## config.mk

```make
export PLATFORM = sky130hd
export DESIGN_NAME = sfr_bank
export DESIGN_NICKNAME = d
export VERILOG_FILES = /design/src/core/sfr_axil_port.v /design/src/core/sfr_bank.v
export VERILOG_INCLUDE_DIRS = /design/src /design/src/core
export SDC_FILE = /design/constraint.sdc
export NUM_CORES = 1
export LEC_CHECK = 0
export ABC_CLOCK_PERIOD_IN_PS = 2600
export BUFFER_PORTS_ARGS = -buffer_cell sky130_fd_sc_hd__buf_2
export CORE_UTILIZATION = 35
export CTS_BUF_LIST = sky130_fd_sc_hd__clkbuf_4
export DETAILED_ROUTE_END_ITERATION = 10
export GPL_ROUTABILITY_DRIVEN = 0
export PLACE_DENSITY_LB_ADDON = 0.25
export SYNTH_ARGS = -nofsm -noshare
export SYNTH_HDL_FRONTEND = slang
export SYNTH_SLANG_ARGS = --single-unit
```

## constraint.sdc

```tcl
create_clock -name clk_sys -period 2.6 [get_ports clk_sys]
set_clock_uncertainty 0.1 [all_clocks]
set_input_delay 0.13 -clock clk_sys [delete_from_list [all_inputs] [get_ports clk_sys]]
set_output_delay 0.13 -clock clk_sys [all_outputs]
set_load 0.02 [all_outputs]
```

## src/core/sfr_bank_regs.vh

```
`ifndef SFR_BANK_REGS_VH
`define SFR_BANK_REGS_VH

// Register indexes; byte address on the bus is four times the index
`define SFR_IDX_IE1        6'h00
`define SFR_IDX_IE2        6'h01
`define SFR_IDX_IFG1       6'h02
`define SFR_IDX_IFG2       6'h03
`define SFR_IDX_EVT_STAT   6'h04
`define SFR_IDX_EVT_MASK   6'h05

// Enable byte fields
`define SFR_BIT_WDT_IE     0
`define SFR_BIT_OSC_IE     1
`define SFR_BIT_NMI_IE     4
`define SFR_BIT_ACCV_IE    5
`define SFR_IE1_MASK       8'h33

// Flag byte fields
`define SFR_BIT_WDT_FLAG   0
`define SFR_BIT_OSC_FLAG   1
`define SFR_BIT_POR_FLAG   2
`define SFR_BIT_RST_FLAG   3
`define SFR_BIT_NMI_FLAG   4
`define SFR_IFG1_MASK      8'h1F

// Sticky event status and mask fields
`define SFR_EVT_WDT        0
`define SFR_EVT_OSC        1
`define SFR_EVT_RST        3
`define SFR_EVT_NMI        4
`define SFR_EVT_ACCV       5
`define SFR_EVT_MASK       8'h3B

// Reset values and bus response codes
`define SFR_IE1_RST        8'h00
`define SFR_EVT_RST_VAL    8'h00
`define SFR_RESP_OKAY      2'h0
`define SFR_RESP_SLVERR    2'h2

`endif

```

## src/core/sfr_axil_port.v

```verilog
`timescale 1ns/100ps
`default_nettype none
`include "sfr_bank_regs.vh"

module sfr_axil_port (
    input  wire        clk_sys,
    input  wire        rstn,
    input  wire [7:0]  s_axi_awaddr,
    input  wire        s_axi_awvalid,
    output reg         s_axi_awready,
    input  wire [31:0] s_axi_wdata,
    input  wire [3:0]  s_axi_wstrb,
    input  wire        s_axi_wvalid,
    output reg         s_axi_wready,
    output reg  [1:0]  s_axi_bresp,
    output reg         s_axi_bvalid,
    input  wire        s_axi_bready,
    input  wire [7:0]  s_axi_araddr,
    input  wire        s_axi_arvalid,
    output reg         s_axi_arready,
    output reg  [31:0] s_axi_rdata,
    output reg  [1:0]  s_axi_rresp,
    output reg         s_axi_rvalid,
    input  wire        s_axi_rready,
    output wire        wr_en,
    output wire [5:0]  wr_idx,
    output wire [7:0]  wr_data,
    input  wire        wr_hit,
    output wire [5:0]  rd_idx,
    input  wire [7:0]  rd_data,
    input  wire        rd_hit
);

    reg  [7:0]  awaddr_ff;
    reg  [7:0]  wdata_ff;
    reg         wstrb0_ff;
    wire        do_wr;

    // Both halves held and no answer pending; ready low means held
    assign do_wr   = !s_axi_awready && !s_axi_wready && !s_axi_bvalid;
    // Registers are one byte wide, so only lane 0 can change them
    assign wr_en   = do_wr && wstrb0_ff;
    assign wr_idx  = awaddr_ff[7:2];
    assign wr_data = wdata_ff;
    assign rd_idx  = s_axi_araddr[7:2];

    always @(posedge clk_sys or negedge rstn) begin
        if (!rstn) begin
            s_axi_awready <= 1'b1;
            s_axi_wready  <= 1'b1;
            s_axi_bvalid  <= 1'b0;
            s_axi_bresp   <= `SFR_RESP_OKAY;
            awaddr_ff     <= 8'h00;
            wdata_ff      <= 8'h00;
            wstrb0_ff     <= 1'b0;
        end else begin
            if (s_axi_awvalid && s_axi_awready) begin
                awaddr_ff     <= s_axi_awaddr;
                s_axi_awready <= 1'b0;
            end
            if (s_axi_wvalid && s_axi_wready) begin
                wdata_ff     <= s_axi_wdata[7:0];
                wstrb0_ff    <= s_axi_wstrb[0];
                s_axi_wready <= 1'b0;
            end
            if (do_wr) begin
                s_axi_bvalid  <= 1'b1;
                s_axi_bresp   <= wr_hit ? `SFR_RESP_OKAY : `SFR_RESP_SLVERR;
                s_axi_awready <= 1'b1;
                s_axi_wready  <= 1'b1;
            end
            if (s_axi_bvalid && s_axi_bready) begin
                s_axi_bvalid <= 1'b0;
            end
        end
    end

    always @(posedge clk_sys or negedge rstn) begin
        if (!rstn) begin
            s_axi_arready <= 1'b1;
            s_axi_rvalid  <= 1'b0;
            s_axi_rdata   <= 32'h00000000;
            s_axi_rresp   <= `SFR_RESP_OKAY;
        end else if (s_axi_arvalid && s_axi_arready) begin
            s_axi_rdata   <= {24'h000000, rd_data};
            s_axi_rresp   <= rd_hit ? `SFR_RESP_OKAY : `SFR_RESP_SLVERR;
            s_axi_rvalid  <= 1'b1;
            s_axi_arready <= 1'b0;
        end else if (s_axi_rvalid && s_axi_rready) begin
            s_axi_rvalid  <= 1'b0;
            s_axi_arready <= 1'b1;
        end
    end

endmodule // sfr_axil_port

`default_nettype wire

```

## src/core/sfr_bank.v

```verilog
// Implementation choice: the AXI4-Lite register port.
`timescale 1ns/100ps
`default_nettype none
`include "sfr_bank_regs.vh"

module sfr_bank (
    input  wire        clk_sys,
    input  wire        rstn,
    input  wire [7:0]  s_axi_awaddr,
    input  wire        s_axi_awvalid,
    output wire        s_axi_awready,
    input  wire [31:0] s_axi_wdata,
    input  wire [3:0]  s_axi_wstrb,
    input  wire        s_axi_wvalid,
    output wire        s_axi_wready,
    output wire [1:0]  s_axi_bresp,
    output wire        s_axi_bvalid,
    input  wire        s_axi_bready,
    input  wire [7:0]  s_axi_araddr,
    input  wire        s_axi_arvalid,
    output wire        s_axi_arready,
    output wire [31:0] s_axi_rdata,
    output wire [1:0]  s_axi_rresp,
    output wire        s_axi_rvalid,
    input  wire        s_axi_rready,
    input  wire        power_up_clear,
    input  wire        watchdog_event,
    input  wire        watchdog_interval_mode,
    input  wire        osc_fault,
    input  wire        pin_reset_event,
    input  wire        pin_reset_mode,
    input  wire        pin_nonmaskable_event,
    input  wire        flash_access_violation,
    input  wire        global_ie,
    output reg         nonmaskable_req,
    output reg         maskable_req,
    output reg         irq
);

    wire        wr_en;
    wire [5:0]  wr_idx;
    wire [7:0]  wr_data;
    wire [5:0]  rd_idx;
    reg  [7:0]  rd_data;

    reg  [7:0]  ie1_ff;
    reg  [7:0]  nxt_ie1;
    reg         wdt_flag_ff;
    reg         nxt_wdt_flag;
    reg         osc_flag_ff;
    reg         nxt_osc_flag;
    reg         por_flag_ff;
    reg         nxt_por_flag;
    reg         rst_flag_ff;
    reg         nxt_rst_flag;
    reg         nmi_flag_ff;
    reg         nxt_nmi_flag;
    reg  [7:0]  evt_stat_ff;
    reg  [7:0]  nxt_evt_stat;
    reg  [7:0]  evt_mask_ff;
    reg  [7:0]  nxt_evt_mask;
    reg         osc_fault_d_ff;
    reg         accv_d_ff;

    wire [7:0]  ifg1;
    wire [7:0]  evt_set;
    wire        wr_ie1;
    wire        wr_ifg1;
    wire        wr_stat;
    wire        wr_mask;
    wire        pin_reset_hit;
    wire        osc_rise;
    wire        accv_rise;
    wire        nmi_src;
    wire        osc_src;
    wire        accv_src;
    wire        wdt_src;
    wire        evt_pending;

    // Mapped when one of the six word slots; shared by write and read
    function sfr_hit;
        input [5:0] idx;
        begin
            sfr_hit = (idx == `SFR_IDX_IE1) || (idx == `SFR_IDX_IE2) ||
                      (idx == `SFR_IDX_IFG1) || (idx == `SFR_IDX_IFG2) ||
                      (idx == `SFR_IDX_EVT_STAT) ||
                      (idx == `SFR_IDX_EVT_MASK);
        end
    endfunction

    // Write strobe for one register slot
    function wr_sel;
        input       en;
        input [5:0] idx;
        input [5:0] slot;
        begin
            wr_sel = en && (idx == slot);
        end
    endfunction

    // Bus front end; at most one read and two writes in flight, as the write channels reopen while a response waits
    sfr_axil_port u_port (
        .clk_sys       (clk_sys),
        .rstn          (rstn),
        .s_axi_awaddr  (s_axi_awaddr),
        .s_axi_awvalid (s_axi_awvalid),
        .s_axi_awready (s_axi_awready),
        .s_axi_wdata   (s_axi_wdata),
        .s_axi_wstrb   (s_axi_wstrb),
        .s_axi_wvalid  (s_axi_wvalid),
        .s_axi_wready  (s_axi_wready),
        .s_axi_bresp   (s_axi_bresp),
        .s_axi_bvalid  (s_axi_bvalid),
        .s_axi_bready  (s_axi_bready),
        .s_axi_araddr  (s_axi_araddr),
        .s_axi_arvalid (s_axi_arvalid),
        .s_axi_arready (s_axi_arready),
        .s_axi_rdata   (s_axi_rdata),
        .s_axi_rresp   (s_axi_rresp),
        .s_axi_rvalid  (s_axi_rvalid),
        .s_axi_rready  (s_axi_rready),
        .wr_en         (wr_en),
        .wr_idx        (wr_idx),
        .wr_data       (wr_data),
        .wr_hit        (sfr_hit(wr_idx)),
        .rd_idx        (rd_idx),
        .rd_data       (rd_data),
        .rd_hit        (sfr_hit(rd_idx))
    );

    assign wr_ie1  = wr_sel(wr_en, wr_idx, `SFR_IDX_IE1);
    assign wr_ifg1 = wr_sel(wr_en, wr_idx, `SFR_IDX_IFG1);
    assign wr_stat = wr_sel(wr_en, wr_idx, `SFR_IDX_EVT_STAT);
    assign wr_mask = wr_sel(wr_en, wr_idx, `SFR_IDX_EVT_MASK);

    // A pin reset only counts while the shared pin is in reset mode
    assign pin_reset_hit = pin_reset_event && pin_reset_mode;

    assign ifg1 = {3'b000, nmi_flag_ff, rst_flag_ff, por_flag_ff,
                   osc_flag_ff, wdt_flag_ff};

    // Oscillator fault and access violation are levels; count rises,
    // so a source that stays high cannot re-arm a cleared status bit
    assign osc_rise  = osc_fault && !osc_fault_d_ff;
    assign accv_rise = flash_access_violation && !accv_d_ff;
    assign evt_set   = {2'b00,
                        accv_rise,
                        pin_nonmaskable_event,
                        pin_reset_hit,
                        1'b0,
                        osc_rise,
                        watchdog_event};

    // Request terms; the global enable gates only the watchdog term
    assign nmi_src  = nmi_flag_ff && ie1_ff[`SFR_BIT_NMI_IE];
    assign osc_src  = osc_flag_ff && ie1_ff[`SFR_BIT_OSC_IE];
    assign accv_src = flash_access_violation &&
                      ie1_ff[`SFR_BIT_ACCV_IE];
    // Watchdog enable is inert unless the timer is in interval mode
    assign wdt_src  = wdt_flag_ff && ie1_ff[`SFR_BIT_WDT_IE] &&
                      watchdog_interval_mode;
    assign evt_pending = |(evt_stat_ff & evt_mask_ff);

    // Enable byte: plain storage, cleared by power-up clear
    always @* begin
        nxt_ie1 = ie1_ff;
        if (wr_ie1) begin
            nxt_ie1 = wr_data & `SFR_IE1_MASK;
        end
        if (power_up_clear) begin
            nxt_ie1 = `SFR_IE1_RST;
        end
    end

    // Flag byte: in the WDT, OSC, RST and NMI flags the hardware set wins over a write; POR has no hardware set
    always @* begin
        nxt_wdt_flag = wdt_flag_ff;
        nxt_osc_flag = osc_flag_ff;
        nxt_por_flag = por_flag_ff;
        nxt_rst_flag = rst_flag_ff;
        nxt_nmi_flag = nmi_flag_ff;
        // Software writes store the value: one sets a flag, zero clears
        if (wr_ifg1) begin
            nxt_wdt_flag = wr_data[`SFR_BIT_WDT_FLAG];
            nxt_osc_flag = wr_data[`SFR_BIT_OSC_FLAG];
            nxt_por_flag = wr_data[`SFR_BIT_POR_FLAG];
            nxt_rst_flag = wr_data[`SFR_BIT_RST_FLAG];
            nxt_nmi_flag = wr_data[`SFR_BIT_NMI_FLAG];
        end
        // Power-up clear reloads only its own bits, not the cause flags
        if (power_up_clear) begin
            nxt_osc_flag = 1'b1;
            nxt_nmi_flag = 1'b0;
        end
        // Pin reset restarts watchdog tracking
        if (pin_reset_hit) begin
            nxt_wdt_flag = 1'b0;
        end
        if (watchdog_event) begin
            nxt_wdt_flag = 1'b1;
        end
        if (osc_fault) begin
            nxt_osc_flag = 1'b1;
        end
        if (pin_reset_hit) begin
            nxt_rst_flag = 1'b1;
        end
        if (pin_nonmaskable_event) begin
            nxt_nmi_flag = 1'b1;
        end
    end

    // Sticky event status, cleared by writing one; set wins
    always @* begin
        nxt_evt_stat = evt_stat_ff;
        if (wr_stat) begin
            nxt_evt_stat = evt_stat_ff & ~wr_data;
        end
        nxt_evt_stat = (nxt_evt_stat | evt_set) & `SFR_EVT_MASK;
        nxt_evt_mask = evt_mask_ff;
        if (wr_mask) begin
            nxt_evt_mask = wr_data & `SFR_EVT_MASK;
        end
    end

    // Async reset is the power-on reset: it also implies power-up clear
    always @(posedge clk_sys or negedge rstn) begin
        if (!rstn) begin
            ie1_ff      <= `SFR_IE1_RST;
            wdt_flag_ff <= 1'b0;
            osc_flag_ff <= 1'b1;
            por_flag_ff <= 1'b1;
            rst_flag_ff <= 1'b0;
            nmi_flag_ff <= 1'b0;
        end else begin
            ie1_ff      <= nxt_ie1;
            wdt_flag_ff <= nxt_wdt_flag;
            osc_flag_ff <= nxt_osc_flag;
            por_flag_ff <= nxt_por_flag;
            rst_flag_ff <= nxt_rst_flag;
            nmi_flag_ff <= nxt_nmi_flag;
        end
    end

    always @(posedge clk_sys or negedge rstn) begin
        if (!rstn) begin
            evt_stat_ff <= `SFR_EVT_RST_VAL;
            evt_mask_ff <= `SFR_EVT_RST_VAL;
        end else begin
            evt_stat_ff <= nxt_evt_stat;
            evt_mask_ff <= nxt_evt_mask;
        end
    end

    // Delayed copies for rise detection; they reset to the idle level
    // of their sources so that no false edge follows reset
    always @(posedge clk_sys or negedge rstn) begin
        if (!rstn) begin
            osc_fault_d_ff <= 1'b0;
            accv_d_ff      <= 1'b0;
        end else begin
            osc_fault_d_ff <= osc_fault;
            accv_d_ff      <= flash_access_violation;
        end
    end

    // Requests are registered so every output leaves a flip-flop
    always @(posedge clk_sys or negedge rstn) begin
        if (!rstn) begin
            nonmaskable_req <= 1'b0;
            maskable_req    <= 1'b0;
            irq             <= 1'b0;
        end else begin
            // Only the individual enables gate these three sources
            nonmaskable_req <= nmi_src || osc_src || accv_src;
            maskable_req    <= wdt_src && global_ie;
            irq             <= evt_pending;
        end
    end

    // Absent bits and the unpopulated second bytes read as zero
    // Reads have no side effect on any flag or status bit
    always @* begin
        case (rd_idx)
            `SFR_IDX_IE1:      rd_data = ie1_ff & `SFR_IE1_MASK;
            `SFR_IDX_IE2:      rd_data = 8'h00;
            `SFR_IDX_IFG1:     rd_data = ifg1 & `SFR_IFG1_MASK;
            `SFR_IDX_IFG2:     rd_data = 8'h00;
            `SFR_IDX_EVT_STAT: rd_data = evt_stat_ff;
            `SFR_IDX_EVT_MASK: rd_data = evt_mask_ff;
            default:           rd_data = 8'h00;
        endcase
    end

endmodule // sfr_bank

`default_nettype wire

```

==> impl_metrics.env <==
export IMPL_status="finished, violations left"
export IMPL_violations="DRC"
export IMPL_synth_top_area_cell="dfrtp_1"
export IMPL_yosysSeqAreaShare_pct=53.5
export IMPL_ys_warn_count=0
export IMPL_grt_ovfl_total=0
export IMPL_finalHoldViolCount=0
export IMPL_slew_violations=0
export IMPL_p_seq_share_pct=54.2
export IMPL_fmax_mhz=429
export IMPL_path_cells="dlygate4sd3_1 -> buf_2 -> nor3_1 -> dlygate4sd3_1 -> nand4_1 -> dlygate4sd3_1 -> o21ai_0"
export IMPL_clock_sinks=50
export IMPL_syn_inst=199
export IMPL_arrival_ns=2.53
export IMPL_diodes=0
export IMPL_peakVddDrop_uv=590
export IMPL_crit_type="in -> reg"
export IMPL_die_h_um=83.9
export IMPL_wl_per_cell_um=12.7
export IMPL_worstHoldPathCells=3
export IMPL_yosys_area_share_simple_pct=9.74
export IMPL_syn_avg_cell_area_um2=11.8
export IMPL_clkLatencyLatePin_ns=0.37
export IMPL_cts_buffers=5
export IMPL_grt_pass1_wl_um=7640
export IMPL_switchingPower_mw=0.756
export IMPL_critical_path_peak_fanout=4
export IMPL_clockRootBuffer="clkbuf_4"
export IMPL_synth_edf_count=0
export IMPL_r2r_setup_slack_ns=0.42
export IMPL_drc=14
export IMPL_synth_fa_ha_area_share_pct=0
export IMPL_synth_top_family_by_area="multiplexers"
export IMPL_num_vias=1682
export IMPL_core_um2=6420
export IMPL_reg2reg_to="wdt_flag_ff"
export IMPL_cts_buffer_depth=2
export IMPL_yosysUniqueCellTypes=36
export IMPL_io_pins=112
export IMPL_nets=354
export IMPL_synth_top_cell_area_share_pct=47.9
export IMPL_drive_above_1_share_pct=31.0
export IMPL_power_frac_comb_pct=29.7
export IMPL_synth_mux_area_share_pct=15.9
export IMPL_cts_tree="built"
export IMPL_tns_ns=0
export IMPL_synth_xor_area_share_pct=0
export IMPL_detail_route_antenna_nets=0
export IMPL_slowest_delay_ns=0.63
export IMPL_internal_power_mw=1.40
export IMPL_fill_cells=614
export IMPL_worstPathRequired_ns=2.80
export IMPL_min_period_over_period_pct=89.6
export IMPL_wl_um=4640
export IMPL_grt_total_usage_pct=13.7
export IMPL_start_util_pct=36.6
export IMPL_r2r_cells=3
export IMPL_rr_startpoint="u_port.s_axi_wready"
export IMPL_drt_iter0_markers=103
export IMPL_power_density_nw_per_um2=725
export IMPL_antenna_found_initial=0
export IMPL_cp_start_kind="primary input"
export IMPL_power_leakage_nw=1.45
export IMPL_clk_pin_slew_ns=0.14
export IMPL_critPathSlowestCell="dlygate4sd3_1"
export IMPL_yosys_most_used_dff="dfrtp_1"
export IMPL_drtPass1Iterations=8
export IMPL_dieArea_um2=7050
export IMPL_vias_per_cell=4.62
export IMPL_syn_area_um2=2350
export IMPL_cts_htree_levels=2
export IMPL_post_route_min_period_ns=2.33
export IMPL_finalSetupViolCount=0
export IMPL_clockPowerShare_pct=16.2
export IMPL_area_delta_synth_final_pct=26.3
export IMPL_whs_ns=0.0489
export IMPL_fin_util_pct=46.2
export IMPL_ys_ff_latch=50
export IMPL_synth_top_cells_by_area="dfrtp_1 48%, buf_4 9.3%, mux2_2 9.1%"
export IMPL_grt_pass1_vias=1595
export IMPL_post_cts_setup_buffers=0
export IMPL_crit_path_frequent_cell="dlygate4sd3_1"
export IMPL_die_x_um=83.9
export IMPL_dp_hpwl_um=3310
export IMPL_tightest_slew_ns=0.522
export IMPL_synth_compound_area_share_pct=9.00
export IMPL_cp_end_kind="register"
export IMPL_grt_max_degree=33
export IMPL_min_delay_start="s_axi_araddr[4]"
export IMPL_port_buffers=50
export IMPL_hold_end="u_port.s_axi_rresp[1]"
export IMPL_rsz0062_at_grt="no"
export IMPL_async_flop_share_pct=100
export IMPL_slew_headroom_pct=65.1
export IMPL_hp_class="in -> reg"
export IMPL_cap_viol_max_count=0
export IMPL_core_rowCount=29
export IMPL_swShare_pct=35.1
## cell usage after synthesis, types with 4 or more instances
master	n
dfrtp_1	45
buf_4	29
mux2_2	19
mux2i_1	16
nand2_1	16
a22o_1	8
inv_1	8
nor2_1	7
o21ai_0	7
dfstp_2	5
nand3_1	5
clkbuf_1	4
o22ai_1	4
## layout make-up
cell class              instances  area, um2  area share, %
well taps                      77       96.3           3.25
multi-input cells             134        920           31.0
clock buffers                   5       37.5           1.26
flip-flops and latches         50       1260           42.4
inverters                       8       30.0           1.01
clock inverters                 3       16.3          0.548
repair buffers                 87        611           20.6
## placed cells by master (no fill, tap or decap), drive strengths merged
cell type and count:
a21boi 1, a21o 2, a21oi 1, a222oi 2, a22o 8, a22oi 1, a311o 1, and4 1
buf 54, clkbuf 5, clkinv 2, clkinvlp 1, conb 28, dfrtp 45, dfstp 5, dlygate4sd3 33
inv 8, mux2 19, mux2i 16, nand2 16, nand2b 1, nand3 5, nand3b 1, nand4 1
nor2 7, nor2b 1, nor3 1, nor3b 1, nor4 3, o21ai 7, o21bai 1, o22ai 4
o32ai 1, or2 1, or3 2, or4 1
## worst max-delay path by stage
stage	start	endpoint	slack, ns	cells after the start
final	s_axi_araddr[7]	u_port.s_axi_rdata[2]	0.27	7
after global placement	u_port.s_axi_wready	wdt_flag_ff	0.46	3
after CTS	s_axi_araddr[7]	u_port.s_axi_rdata[2]	0.27	7
after detailed placement	u_port.s_axi_wready	wdt_flag_ff	0.46	3
after floorplan	u_port.s_axi_bvalid	wdt_flag_ff	0.48	5
after global routing	s_axi_araddr[7]	u_port.s_axi_rdata[2]	0.13	7
## power by group through the flow
stage	clock, mW	combinational, mW	sequential, mW
floorplan	0	0.446	1.18
global placement	0	0.587	1.18
detailed placement	0	0.603	1.18
CTS	0.362	0.641	1.17
global route	0.391	0.704	1.20
finish	0.348	0.639	1.17
## per-stage QoR
step	setup slack [ns]	power, mW	cell area (um2)	cells
6_report	0.270	2.15	2970	364
5_1_grt	0.132	2.29	2970	364
4_1_cts	0.267	2.17	2970	364
3_5_place_dp	0.462	1.79	2580	323
3_3_place_gp	0.464	1.77	2580	323
2_1_floorplan	0.476	1.63	2450	226
## cells by family after synthesis
family | Yosys count
simple gates | 42
mux | 35
compound gates | 29
flops | 50
buf+inv | 42
other cells | 1
## sequential cells by signal, indices dropped and copies added (netlist names), 4 cells and up
register / cells
ie1_ff: 4
u_port.awaddr_ff: 6
evt_mask_ff: 5
evt_stat_ff: 5
u_port.s_axi_rdata: 6
u_port.wr_data: 6
## critical path: cells and delay by family
kind                   cells  cell delay (ns)
AOI/OAI and AO/OA          1             0.14
buffers and inverters      4             1.84
and+or+nand+nor            2             0.42
## per-layer routing
metal / track usage, % / vias up / routed length (um)
met2: 21.6 / 57 / 2050
met1: 19.2 / 791 / 2320
met4: 3.76 / 0 / 47
met5: 0 / - / 0
met3: 2.97 / 7 / 220
li1: - / 827 / -
## repair_timing
action	4_1_cts	5_1_grt
hold buffers	33	0
hold endpoints to repair	54	0
resized for setup	0	0
Note: power is estimated with default switching activity, not from simulation.
